`src/logic/cwt_pkg.sv`:
```
// Constants shared by the program health watchdog files
package cwt_pkg;

  ////////////////////////////////////////////////////////////////////////////
  // Register map: word index, byte address is four times the index
  localparam int CWT_ADDR_W = 18;
  localparam logic [15:0] CWT_IDX_FIRST_CONFIGURATION_REGISTER = 16'h001e;
  localparam logic [15:0] CWT_IDX_CONFIG2 = 16'h001f;
  localparam logic [15:0] CWT_IDX_CAUSE = 16'h0020;
  localparam logic [15:0] CWT_IDX_CLEAR = 16'hffff;

  ////////////////////////////////////////////////////////////////////////////
  // Field positions
  localparam int CWT_CFG1_DISABLE_BIT = 0;
  localparam int CWT_CFG1_RATE_BIT = 7;
  localparam int CWT_CFG2_RESET_PIN_FUNCTION_ENABLE_BIT = 0;
  localparam int CWT_CAUSE_WDOG_BIT = 0;
  localparam int CWT_CAUSE_CNT_LSB = 8;
  localparam int CWT_CAUSE_DIS_BIT = 16;

  ////////////////////////////////////////////////////////////////////////////
  // Reset values
  localparam logic CWT_DISABLE_RST = 1'b0;
  localparam logic CWT_RATE_RST = 1'b0;
  localparam logic CWT_RESET_PIN_FUNCTION_ENABLE_RST = 1'b0;

  ////////////////////////////////////////////////////////////////////////////
  // Widths and timing, in oscillator clock cycles
  localparam int CWT_PRESC_W = 12;
  localparam int CWT_WDOG_W = 6;
  localparam int CWT_SHORT_TAP_W = 7;
  localparam int CWT_LONG_TIMEOUT_CYC = 262128;
  localparam int CWT_SHORT_TIMEOUT_CYC = 8176;
  localparam int CWT_RST_PIN_CYC = 32;
  localparam int CWT_POR_CLEAR_CYC = 4096;
  localparam logic [CWT_WDOG_W-1:0] CWT_WDOG_MAX = 6'h3f;
  localparam logic [CWT_PRESC_W-1:0] CWT_LONG_MATCH =
    CWT_PRESC_W'(CWT_LONG_TIMEOUT_CYC - 63 * 4096);
  localparam logic [CWT_SHORT_TAP_W-1:0] CWT_SHORT_MATCH =
    CWT_SHORT_TAP_W'(CWT_SHORT_TIMEOUT_CYC - 63 * 128);

endpackage

```
`src/logic/cwt_prescaler.sv`:
```
// Twelve-bit prescaler counter feeding the watchdog
`timescale 1ns/1ps
module cwt_prescaler
  import cwt_pkg::*;
(
  input wire logic clk_i,
  input wire logic resetn_i,
  input wire logic run_i,
  input wire logic clear_i,
  input wire logic service_i,
  output logic [CWT_PRESC_W-1:0] count_o
);

  typedef struct packed {
    logic [CWT_PRESC_W-1:0] cnt;
  } cwt_presc_s;

  cwt_presc_s s;
  cwt_presc_s next_s;

  ////////////////////////////////////////////////////////////////////////////
  always_comb
  begin
    next_s = s;
    if (clear_i)
    begin
      next_s.cnt = '0;
    end
    else
    begin
      if (run_i)
      begin
        next_s.cnt = s.cnt + 12'h001;
      end
      // Low four stages survive a service write
      if (service_i)
      begin
        next_s.cnt[CWT_PRESC_W-1:4] = '0;
      end
    end
  end

  always_ff @(posedge clk_i or negedge resetn_i)
  begin
    if (!resetn_i)
    begin
      s <= '0;
    end
    else
    begin
      s <= next_s;
    end
  end

  assign count_o = s.cnt;

endmodule

```
`src/logic/cwt_pin_driver.sv`:
```
// Open-drain reset pin driver, holds the pin low for a fixed count
`timescale 1ns/1ps
module cwt_pin_driver
  import cwt_pkg::*;
(
  input wire logic clk_i,
  input wire logic resetn_i,
  input wire logic start_i,
  output logic pin_o,
  output logic pin_oe_o
);

  typedef enum logic {
    CWT_PIN_IDLE,
    CWT_PIN_DRIVE
  } cwt_pin_e;

  typedef struct packed {
    cwt_pin_e state;
    logic [5:0] cnt;
  } cwt_pin_s;

  localparam logic [5:0] CWT_PIN_LAST = 6'(CWT_RST_PIN_CYC - 1);

  cwt_pin_s s;
  cwt_pin_s next_s;

  ////////////////////////////////////////////////////////////////////////////
  always_comb
  begin
    next_s = s;
    case (s.state)
      CWT_PIN_IDLE:
      begin
        if (start_i)
        begin
          next_s.state = CWT_PIN_DRIVE;
          next_s.cnt = '0;
        end
      end
      CWT_PIN_DRIVE:
      begin
        if (s.cnt == CWT_PIN_LAST)
        begin
          next_s.state = CWT_PIN_IDLE;
        end
        else
        begin
          next_s.cnt = s.cnt + 6'h01;
        end
      end
      default:
      begin
        next_s.state = CWT_PIN_IDLE;
      end
    endcase
  end

  always_ff @(posedge clk_i or negedge resetn_i)
  begin
    if (!resetn_i)
    begin
      s <= '{state: CWT_PIN_IDLE, cnt: 6'h00};
    end
    else
    begin
      s <= next_s;
    end
  end

  // Pin is only ever pulled low; release lets the pullup win
  assign pin_o = 1'b0;
  assign pin_oe_o = (s.state == CWT_PIN_DRIVE);

endmodule

```
`src/logic/cwt_top.sv`:
```
// Program health watchdog with APB register access
// Behaviour
// - Six-bit counter clocked from twelve-bit prescaler
// - Overflow raises reset after selected cycle count
// - Any write to clear address restarts timeout
// - Clear address reads reset vector low byte
// - Reset pin low 32 cycles when enabled
// - Watchdog reset sets cause flag
// - Stop instruction clears prescaler
// - Prescaler cleared 4096 cycles after power-up
// - Internal reset clears prescaler and counter
// - Disable and rate follow configuration bits
// - No interrupt request, only reset
// - Monitor test voltage disables watchdog
// - Watchdog keeps counting in wait mode
// - Stop mode gates clock, clears prescaler
// - Break in monitor mode may disable
// - Disable bit one disables, reset clears it
// - Rate bit one short, zero long
`timescale 1ns/1ps
module cwt_top
  import cwt_pkg::*;
(
  input wire logic clk_i,
  input wire logic resetn_i,
  input wire logic psel_i,
  input wire logic penable_i,
  input wire logic pwrite_i,
  input wire logic [CWT_ADDR_W-1:0] paddr_i,
  input wire logic [31:0] pwdata_i,
  input wire logic [3:0] pstrb_i,
  output logic [31:0] prdata_o,
  output logic pready_o,
  output logic pslverr_o,
  input wire logic [7:0] reset_vector_lo_i,
  input wire logic internal_reset_i,
  input wire logic stop_mode_i,
  input wire logic wait_mode_i,
  input wire logic monitor_test_voltage_i,
  input wire logic break_active_i,
  input wire logic break_watchdog_disable_i,
  output logic reset_request_o,
  output logic reset_pin_o,
  output logic reset_pin_oe_o
);

  typedef struct packed {
    logic [1:0] mon_sync;
    logic watchdog_disable_bit;
    logic watchdog_rate_select;
    logic cfg1_locked;
    logic reset_pin_function_enable;
    logic cfg2_locked;
    logic cause_wdog;
    logic [CWT_WDOG_W-1:0] wdog;
    logic [12:0] por_cnt;
    logic por_done;
    logic req;
    logic [31:0] prdata;
  } cwt_top_s;

  localparam logic [12:0] CWT_POR_LAST = 13'(CWT_POR_CLEAR_CYC - 1);

  cwt_top_s s;
  cwt_top_s next_s;

  logic [CWT_PRESC_W-1:0] presc;
  logic [15:0] idx;
  logic hit_cfg1;
  logic hit_cfg2;
  logic hit_cause;
  logic hit_clear;
  logic hit;
  logic setup;
  logic wr;
  logic cfg1_wr;
  logic cfg2_wr;
  logic cause_wr;
  logic service;
  logic por_clear;
  logic monitor;
  logic cfg_off;
  logic mon_off;
  logic brk_off;
  logic disabled;
  logic running;
  logic short_tick;
  logic long_tick;
  logic short_match;
  logic long_match;
  logic tick;
  logic match;
  logic overflow;
  logic [31:0] rd_word;

  ////////////////////////////////////////////////////////////////////////////
  // Bus decode; zero wait states, so access phase lasts one cycle
  assign idx = paddr_i[CWT_ADDR_W-1:2];
  assign hit_cfg1 = (idx == CWT_IDX_FIRST_CONFIGURATION_REGISTER);
  assign hit_cfg2 = (idx == CWT_IDX_CONFIG2);
  assign hit_cause = (idx == CWT_IDX_CAUSE);
  assign hit_clear = (idx == CWT_IDX_CLEAR);
  assign hit = hit_cfg1 || hit_cfg2 || hit_cause || hit_clear;
  assign setup = psel_i && !penable_i;
  assign wr = psel_i && penable_i && pwrite_i && hit;
  assign pready_o = 1'b1;
  assign pslverr_o = psel_i && penable_i && !hit;
  // Clear address ignores strobes: any write at all must service
  assign service = wr && hit_clear;
  // Configuration and cause need the low byte lane
  assign cfg1_wr = wr && pstrb_i[0] && hit_cfg1;
  assign cfg2_wr = wr && pstrb_i[0] && hit_cfg2;
  assign cause_wr = wr && pstrb_i[0] && hit_cause;

  ////////////////////////////////////////////////////////////////////////////
  // Enable and timebase
  assign monitor = s.mon_sync[1];
  assign cfg_off = s.watchdog_disable_bit;
  assign mon_off = monitor;
  // Break disable only applies with the test voltage present
  assign brk_off = break_active_i && monitor &&
                   break_watchdog_disable_i;
  assign disabled = cfg_off || mon_off || brk_off;
  // Wait mode deliberately does not appear here
  assign running = !stop_mode_i && !disabled;
  // One-shot: later internal resets must not start this power-up clear again
  assign por_clear = !s.por_done && (s.por_cnt == CWT_POR_LAST);

  // Short rate ticks on the seventh stage, long on the full carry
  always_comb
  begin
    short_tick = (presc[CWT_SHORT_TAP_W-1:0] == '1);
    long_tick = (presc == '1);
    short_match = (presc[CWT_SHORT_TAP_W-1:0] == CWT_SHORT_MATCH);
    long_match = (presc == CWT_LONG_MATCH);
    if (s.watchdog_rate_select)
    begin
      tick = short_tick;
      match = short_match;
    end
    else
    begin
      tick = long_tick;
      match = long_match;
    end
  end

  // Service and internal reset win over a same-cycle overflow
  assign overflow = running && !service && !internal_reset_i &&
                    (s.wdog == CWT_WDOG_MAX) && match;

  ////////////////////////////////////////////////////////////////////////////
  // Read word, taken into prdata in the setup cycle
  always_comb
  begin
    rd_word = 32'h00000000;
    case (idx)
      CWT_IDX_FIRST_CONFIGURATION_REGISTER:
      begin
        rd_word[CWT_CFG1_DISABLE_BIT] = s.watchdog_disable_bit;
        rd_word[CWT_CFG1_RATE_BIT] = s.watchdog_rate_select;
      end
      CWT_IDX_CONFIG2:
      begin
        rd_word[CWT_CFG2_RESET_PIN_FUNCTION_ENABLE_BIT] = s.reset_pin_function_enable;
      end
      CWT_IDX_CAUSE:
      begin
        rd_word[CWT_CAUSE_WDOG_BIT] = s.cause_wdog;
        rd_word[CWT_CAUSE_CNT_LSB +: CWT_WDOG_W] = s.wdog;
        rd_word[CWT_CAUSE_DIS_BIT] = disabled;
      end
      CWT_IDX_CLEAR:
      begin
        // Overlaps the vector, so no watchdog state leaks out
        rd_word[7:0] = reset_vector_lo_i;
      end
      default:
      begin
        rd_word = 32'h00000000;
      end
    endcase
  end

  cwt_prescaler u_prescaler (
    .clk_i(clk_i),
    .resetn_i(resetn_i),
    .run_i(!stop_mode_i),
    .clear_i(stop_mode_i || por_clear || internal_reset_i),
    .service_i(service),
    .count_o(presc)
  );

  cwt_pin_driver u_pin_driver (
    .clk_i(clk_i),
    .resetn_i(resetn_i),
    .start_i(overflow && s.reset_pin_function_enable),
    .pin_o(reset_pin_o),
    .pin_oe_o(reset_pin_oe_o)
  );

  ////////////////////////////////////////////////////////////////////////////
  always_comb
  begin
    next_s = s;
    next_s.mon_sync = {s.mon_sync[0], monitor_test_voltage_i};
    next_s.req = overflow;

    if (!s.por_done)
    begin
      next_s.por_cnt = s.por_cnt + 13'h0001;
      if (por_clear)
      begin
        next_s.por_done = 1'b1;
      end
    end

    // Watchdog counter
    if (internal_reset_i || service || disabled)
    begin
      next_s.wdog = '0;
    end
    else if (running && tick)
    begin
      next_s.wdog = s.wdog + 6'h01;
    end

    // Configuration, writable once after each reset
    if (cfg1_wr && !s.cfg1_locked)
    begin
      next_s.watchdog_disable_bit = pwdata_i[CWT_CFG1_DISABLE_BIT];
      next_s.watchdog_rate_select = pwdata_i[CWT_CFG1_RATE_BIT];
      next_s.cfg1_locked = 1'b1;
    end
    if (cfg2_wr && !s.cfg2_locked)
    begin
      next_s.reset_pin_function_enable = pwdata_i[CWT_CFG2_RESET_PIN_FUNCTION_ENABLE_BIT];
      next_s.cfg2_locked = 1'b1;
    end

    // Cause flag: write one clears, a new overflow wins
    if (cause_wr && pwdata_i[CWT_CAUSE_WDOG_BIT])
    begin
      next_s.cause_wdog = 1'b0;
    end
    if (overflow)
    begin
      next_s.cause_wdog = 1'b1;
    end

    // Internal reset leaves the pin enable and cause flag alone
    if (internal_reset_i)
    begin
      next_s.watchdog_disable_bit = CWT_DISABLE_RST;
      next_s.watchdog_rate_select = CWT_RATE_RST;
      next_s.cfg1_locked = 1'b0;
      next_s.cfg2_locked = 1'b0;
    end

    // Read data captured in setup so it is stable in the access phase
    if (setup)
    begin
      next_s.prdata = rd_word;
    end
  end

  always_ff @(posedge clk_i or negedge resetn_i)
  begin
    if (!resetn_i)
    begin
      // Pin enable and cause flag are reset only here, at power-on
      s.mon_sync <= 2'b00;
      s.watchdog_disable_bit <= CWT_DISABLE_RST;
      s.watchdog_rate_select <= CWT_RATE_RST;
      s.cfg1_locked <= 1'b0;
      s.reset_pin_function_enable <= CWT_RESET_PIN_FUNCTION_ENABLE_RST;
      s.cfg2_locked <= 1'b0;
      s.cause_wdog <= 1'b0;
      s.wdog <= 6'h00;
      s.por_cnt <= 13'h0000;
      s.por_done <= 1'b0;
      s.req <= 1'b0;
      s.prdata <= 32'h00000000;
    end
    else
    begin
      s <= next_s;
    end
  end

  assign prdata_o = s.prdata;
  // Reset request is the only action; no interrupt line exists
  assign reset_request_o = s.req;

endmodule

```
`config.mk`:
```
export PLATFORM = sky130hd
export DESIGN_NAME = cwt_top
export DESIGN_NICKNAME = d
export VERILOG_FILES = /design/src/logic/cwt_pkg.sv /design/src/logic/cwt_prescaler.sv /design/src/logic/cwt_pin_driver.sv /design/src/logic/cwt_top.sv
export SDC_FILE = /design/constraint.sdc
export NUM_CORES = 1
export LEC_CHECK = 0
export BUFFER_PORTS_ARGS = -buffer_cell sky130_fd_sc_hd__buf_2
export CAP_MARGIN = 20
export CORE_MARGIN = 2
export CORE_UTILIZATION = 41
export CTS_BUF_LIST = sky130_fd_sc_hd__clkbuf_8
export DETAILED_ROUTE_END_ITERATION = 8
export PLACE_DENSITY = 0.76
export REMOVE_ABC_BUFFERS = 1
export SLEW_MARGIN = 20
export SYNTH_ARGS = -nofsm -noshare
export SYNTH_HDL_FRONTEND = slang
export SYNTH_SLANG_ARGS = --single-unit
```
`constraint.sdc`:
```
create_clock -name clk_i -period 2.5 [get_ports clk_i]
set_input_delay 0.25 -clock clk_i [delete_from_list [all_inputs] [get_ports clk_i]]
set_output_delay 0.25 -clock clk_i [all_outputs]
set_load 0.05 [all_outputs]
```
======== Yosys cells after proc, flatten, opt, wreduce, memory -nomap -nowiden ========
Index checks and enable logic that the tools add are counted.
Widths: inputs -> output; s select.
storage, ports and cells
  flip-flop bits (word level) ............. 63
  bits of input ports ..................... 73
  output and inout bits ................... 37
  logic and storage cells ................. 106
operators by class
  add/sub/neg operators ................... 4
  eq/ne operators ......................... 15
  multiplexer cells ....................... 24
  bitwise gates (word level) .............. 1
  reductions and logical operators ........ 46
operators with widths
  cell                   number
  $eq 16x5->1 const B    2
  $mux 6                 5
  $eq 12x12->1 const B   2
  $mux 12                2
  $logic_and 1x1->1      23
  $eq 16x16->1 const B   1
  $eq 16x6->1 const B    1
  $eq 7x7->1 const B     2
  $pmux 7 s2             1
  $add 13x1->13 const B  1
  $eq 13x12->1 const B   1
  $add 12x1->12 const B  1
  $add 6x1->6 const B    2
  $mux 1                 10
  $logic_not 1->1        9
  $logic_or 1x1->1       9
  $mux 8                 1
  $reduce_bool 2->1      4
  $mux 7                 1
  $eq 6x5->1 const B     1
  $eq 6x6->1 const B     1
  $mux 3                 2
  $ne 2x1->1 const B     2
  $pmux 1 s4             1
  5 further kinds        5

======== Logic depth before layout (Yosys ltp) ========
  depth after elaboration ................. 14
  mapped depth ............................ 7
  gate-level depth less buffers ........... 7

======== Cells and area by module ========
From an unflattened synthesis, not the netlist that was laid out.
second synthesis, totals
  cell total of the unflattened synthesis .. 366
  area, all modules ....................... 3515.9 um^2
by module, submodules not included
  module          times used  cells an instance  area each (um^2)  seq. area each (um^2)
  cwt_top         1           256                2464.9            1101.1
  cwt_prescaler   1           64                 635.6             300.3
  cwt_pin_driver  1           46                 415.4             175.2

======== Least setup slack after synthesis ========
No wires, ideal clock.
  kind .................................... input-to-output
  start point ............................. input port paddr_i[9]
  end point ............................... output port pslverr_o
  arrival ................................. 1.647 ns
  data required time ...................... 2.250 ns
  setup slack ............................. 0.603 ns
  stages .................................. 4
  buffers on the path ..................... 0
  path through ............................ or4b_2 -> nor4_4 -> a311o_2 -> nor2_1
between the ends
  longest elaborated chain between the ends .. 6
  elaborated cells on any way between the ends .. 9
  classes of those cells .................. 4 x eq/ne; 5 x reduce/logical
ends and longest elaborated chain
  what                            line                           text
  start: declaration              cwt_top.sv:29                  input wire logic [CWT_ADDR_W-1:0] paddr_i,
  $eq 16x5->1 (on tied branches)  cwt_top.sv:99, cwt_top.sv:100
  $logic_or 1x1->1 (2 in series)  cwt_top.sv:103                 assign hit = hit_cfg1 || hit_cfg2 || hit_cause || hit_clear;
  $logic_or 1x1->1 (*)            cwt_top.sv:103
  $logic_not 1->1 (*)             cwt_top.sv:107                 assign pslverr_o = psel_i && penable_i && !hit;
  $logic_and 1x1->1 (*)           cwt_top.sv:107
  end: declaration                cwt_top.sv:34                  output logic pslverr_o,
Every way passes the cells marked *; elsewhere a longest branch is shown, timed or not.

======== Final worst setup path ========
  start point ............................. register s[47] in the netlist's numbering
  end point ............................... register u_pin_driver.s[2] in the netlist's numbering
between the ends
  longest elaborated chain between the ends .. 6
ends and longest elaborated chain
  what                        line                  text
  start: declaration          cwt_top.sv:64         cwt_top_s s;
  start signal: assignment    cwt_top.sv:287        s <= next_s;
  $eq 6x6->1                  cwt_top.sv:150        (s.wdog == CWT_WDOG_MAX) && match;
  $logic_and 1x1->1           cwt_top.sv:149        assign overflow = running && !service && !internal_reset_i &&
  $logic_and 1x1->1           cwt_top.sv:150
  $logic_and 1x1->1           cwt_top.sv:197        .start_i(overflow && s.reset_pin_function_enable),
  $ne 2x1->1 (no line)        n/a
  $reduce_and 2->1 (no line)  n/a
  end signal: assignment      cwt_pin_driver.sv:63  s <= '{state: CWT_PIN_IDLE, cnt: 6'h00};
  end signal: assignment      cwt_pin_driver.sv:67  s <= next_s;
  end: declaration            cwt_pin_driver.sv:25  cwt_pin_s s;
Every way passes these cells.
A chain may end at the register's enable or synchronous reset.

==> impl_metrics.tcl <==
set metrics [dict create \
    viasPerCell 5.01 \
    drv_slew 0 \
    hpwlAfterDp_mm 4.47 \
    crit_type "reg2reg" \
    final_cells 484 \
    fin_area_mm2 0.00371 \
    yosysUniqueCellTypes 50 \
    fin_skew_ps 7.09 \
    synth_cells 332 \
    postPlaceCellArea_mm2 0.00345 \
    slew_headroom 0.401 \
    numPortBuffers 52 \
    die_h_um 93.0 \
    worstPathRequired_ps 2720 \
    setup_viol 0 \
    dp_cells 468 \
    fin_ws_ps 380 \
    cts_tree "built" \
    syn-cell-area_mm2 0.00325 \
    track_usage 0.154 \
    synth_top_cells_by_area "dfrtp_1 (49%), buf_4 (7.9%), nand2_1 (5.4%), xnor2_1 (5.4%), nor2_1 (3.9%)" \
    utilization 0.483 \
    tightest_slew_ps 899 \
    cts-root-buf "clkbuf_8" \
    grt_antenna_before_repair 0 \
    dp_worst_setup_slack_ps 431 \
    antenna_cells 0 \
    total_power_mw 2.32 \
    dr.pass1.iters 4 \
    syn_area_per_cell_um2 9.78 \
    grt_max_degree 64 \
    top_usage_layer "met2" \
    arrival_ps 2340 \
    routed_wl_mm 6.15 \
    num_vias 2426 \
    gr-usage-met2 0.261 \
    die_area_mm2 0.00864 \
    status "complete, no violations" \
    crit_path_max_fanout 5 \
    ys.flop_type "dfrtp_1" \
    worstSetupEndpointType "flip-flop" \
    grt_pass1_vias 2366 \
    holdBufCountCts 0 \
    vdd_drop_max_mv 0.214 \
    core_mm2 0.00769 \
    cts_setup_buffers 0 \
    synth_seq_area_share 0.486 \
    cp-start-kind "flip-flop" \
    hold_viol 0 \
    holdCritPathClass "in2reg" \
    grt_pass1_wl_mm 10.5 \
    fin_setup_tns_ps 0 \
    synth_async_sr_flop_share 1.00 \
    gp_congestion 0.788 \
    final_nets 455 \
    rsz0062_at_grt "false" \
    ios 110 \
    use_met1 0.186 \
    drive_above_1_share 0.220 \
    whs_ps 25.0 \
    wire_per_inst_um 12.7 \
    yosysTopAreaCell "dfrtp_1" \
    rows 32 \
    min_period_ps 2120 \
    cts.path.max_buffers 2 \
    netlist.area_leader.share 0.486 \
    fillerInstances 709 \
    ys.warnings.count 0 \
    cts_made_buffers 9 \
    route.detailed.drc 0 \
    drt_iter0_markers 140 \
    drv_cap 0 \
    cts_sinks 63 \
    start_util 0.422 \
    finalCritPeriodShare 0.848 \
    htreeDepth 3 \
    synth_edf_count 0 \
    grt_overflow 0 \
    syn2layout_area_growth_pct 14.4 \
    cts_resized 0 \
    powerDensity_mw_per_mm2 625 \
    grt_use_met3 0.0306 \
    die_w_um 93.0 \
    antenna_left 0 \
    p_leak_nw 1.73 \
    clock_latency_ps 340 \
    synth-seq-cells 63 \
    clk_pin_slew_ps 70 \
    fmax_ghz 0.472 \
]
-- layer usage --
layer | wire length, um | vias up
li1 | - | 1172
met1 | 2670 | 1167
met2 | 3000 | 76
met3 | 333 | 11
met4 | 140 | 0
met5 | 0 | -
-- critical path, cell delays in order, from the launching register on --
cell	delay, ps
dfrtp_1	420
ha_1	230
nand2_1	80
or4_1	480
a2111o_1	460
nor2_2	250
nor2_1	80
-- cells in the mapped netlist, types with 2 or more instances --
library cell  number
a21oi_1            4
and2_1             2
and3_1             6
and4_1             4
buf_4             34
clkbuf_1           5
conb_1             2
dfrtp_1           63
ha_1               5
inv_1              9
mux2_2             2
mux2i_1            5
nand2_1           47
nand2b_1           4
nand3_1           12
nand4_1            7
nor2_1            34
nor2b_1            2
nor3_1             6
nor4_1             3
nor4b_1            2
o21ai_0           16
o31ai_1            2
or4_1              2
or4_4              2
xnor2_1           20
xor2_1             9
-- sequential cells by signal, summed over array words and instances, names as in the netlist --
signal and count:
u_pin_driver.s 6, s 25, prdata_o 15, u_prescaler.count_o 12
next_s 1, reset_request_o 1, mon_off 1, u_pin_driver.pin_oe_o 1
cfg_off 1
-- worst paths after layout --
| kind | startpoint | to | slack, ps | depth (start not counted) |
|---|---|---|---|---|
| hold reg to reg | next_s[60] | mon_off | 350 | 0 |
| max in group asynchronous | resetn_i | s[56] | 1900 | 2 |
| min in group asynchronous | resetn_i | s[42] | 70 | 2 |
| hold / removal | monitor_test_voltage_i | next_s[60] | 20 | 1 |
| setup reg to reg | s[47] | u_pin_driver.s[2] | 380 | 6 |
| setup / recovery | s[47] | u_pin_driver.s[2] | 380 | 6 |
-- cells in the final DEF (no fill, tap or decap), types with 2 or more instances in the layout --
cell type / count
nand3_1: 12
bufinv_16: 4
dfrtp_1: 63
nor4_1: 3
nand2b_1: 4
buf_2: 52
mux2i_1: 5
nor4b_1: 2
nand4_1: 7
xnor2_1: 20
nor3_1: 6
o31ai_1: 2
mux2_2: 2
conb_1: 19
and3_1: 6
nor2_1: 34
clkbuf_8: 9
o21ai_0: 16
or4_1: 2
and2_1: 2
inv_1: 10
nor2b_1: 2
a21oi_1: 4
xor2_1: 9
and4_1: 4
ha_1: 5
nand2_1: 47
buf_4: 4
or4_4: 2
-- layout make-up --
type                    count  area (um^2)  area share
flip-flops and latches     63         1580       0.425
multi-input cells         238         1430       0.384
repair buffers             56          290      0.0782
clock inverters             7          136      0.0367
well taps                 102          128      0.0344
clock buffers               9          124      0.0334
inverters                   9         33.8     0.00910
-- cell families (layout without fill, tap and decap cells) --
kind of cell,Yosys count,after routing,synth area share
DFF,63,63,0.486
xor gates and xnor gates,29,29,0.0783
other,2,19,0.00231
muxes,7,7,0.0224
buffers and inverters,48,81,0.0948
and+or+nand+nor,144,144,0.230
AOI/OAI and AO/OA,34,34,0.0671
adders and majority gates,5,5,0.0193
-- where the power goes --
part,internal (mW),total (mW),switching [mW],leakage [nW]
logic,0.0316,0.151,0.119,0.768
clock network,0.758,1.14,0.387,0.131
registers,1.02,1.02,0.00276,0.834
total,1.81,2.32,0.509,1.73
No activity file was read; power rests on OpenSTA's default activity.
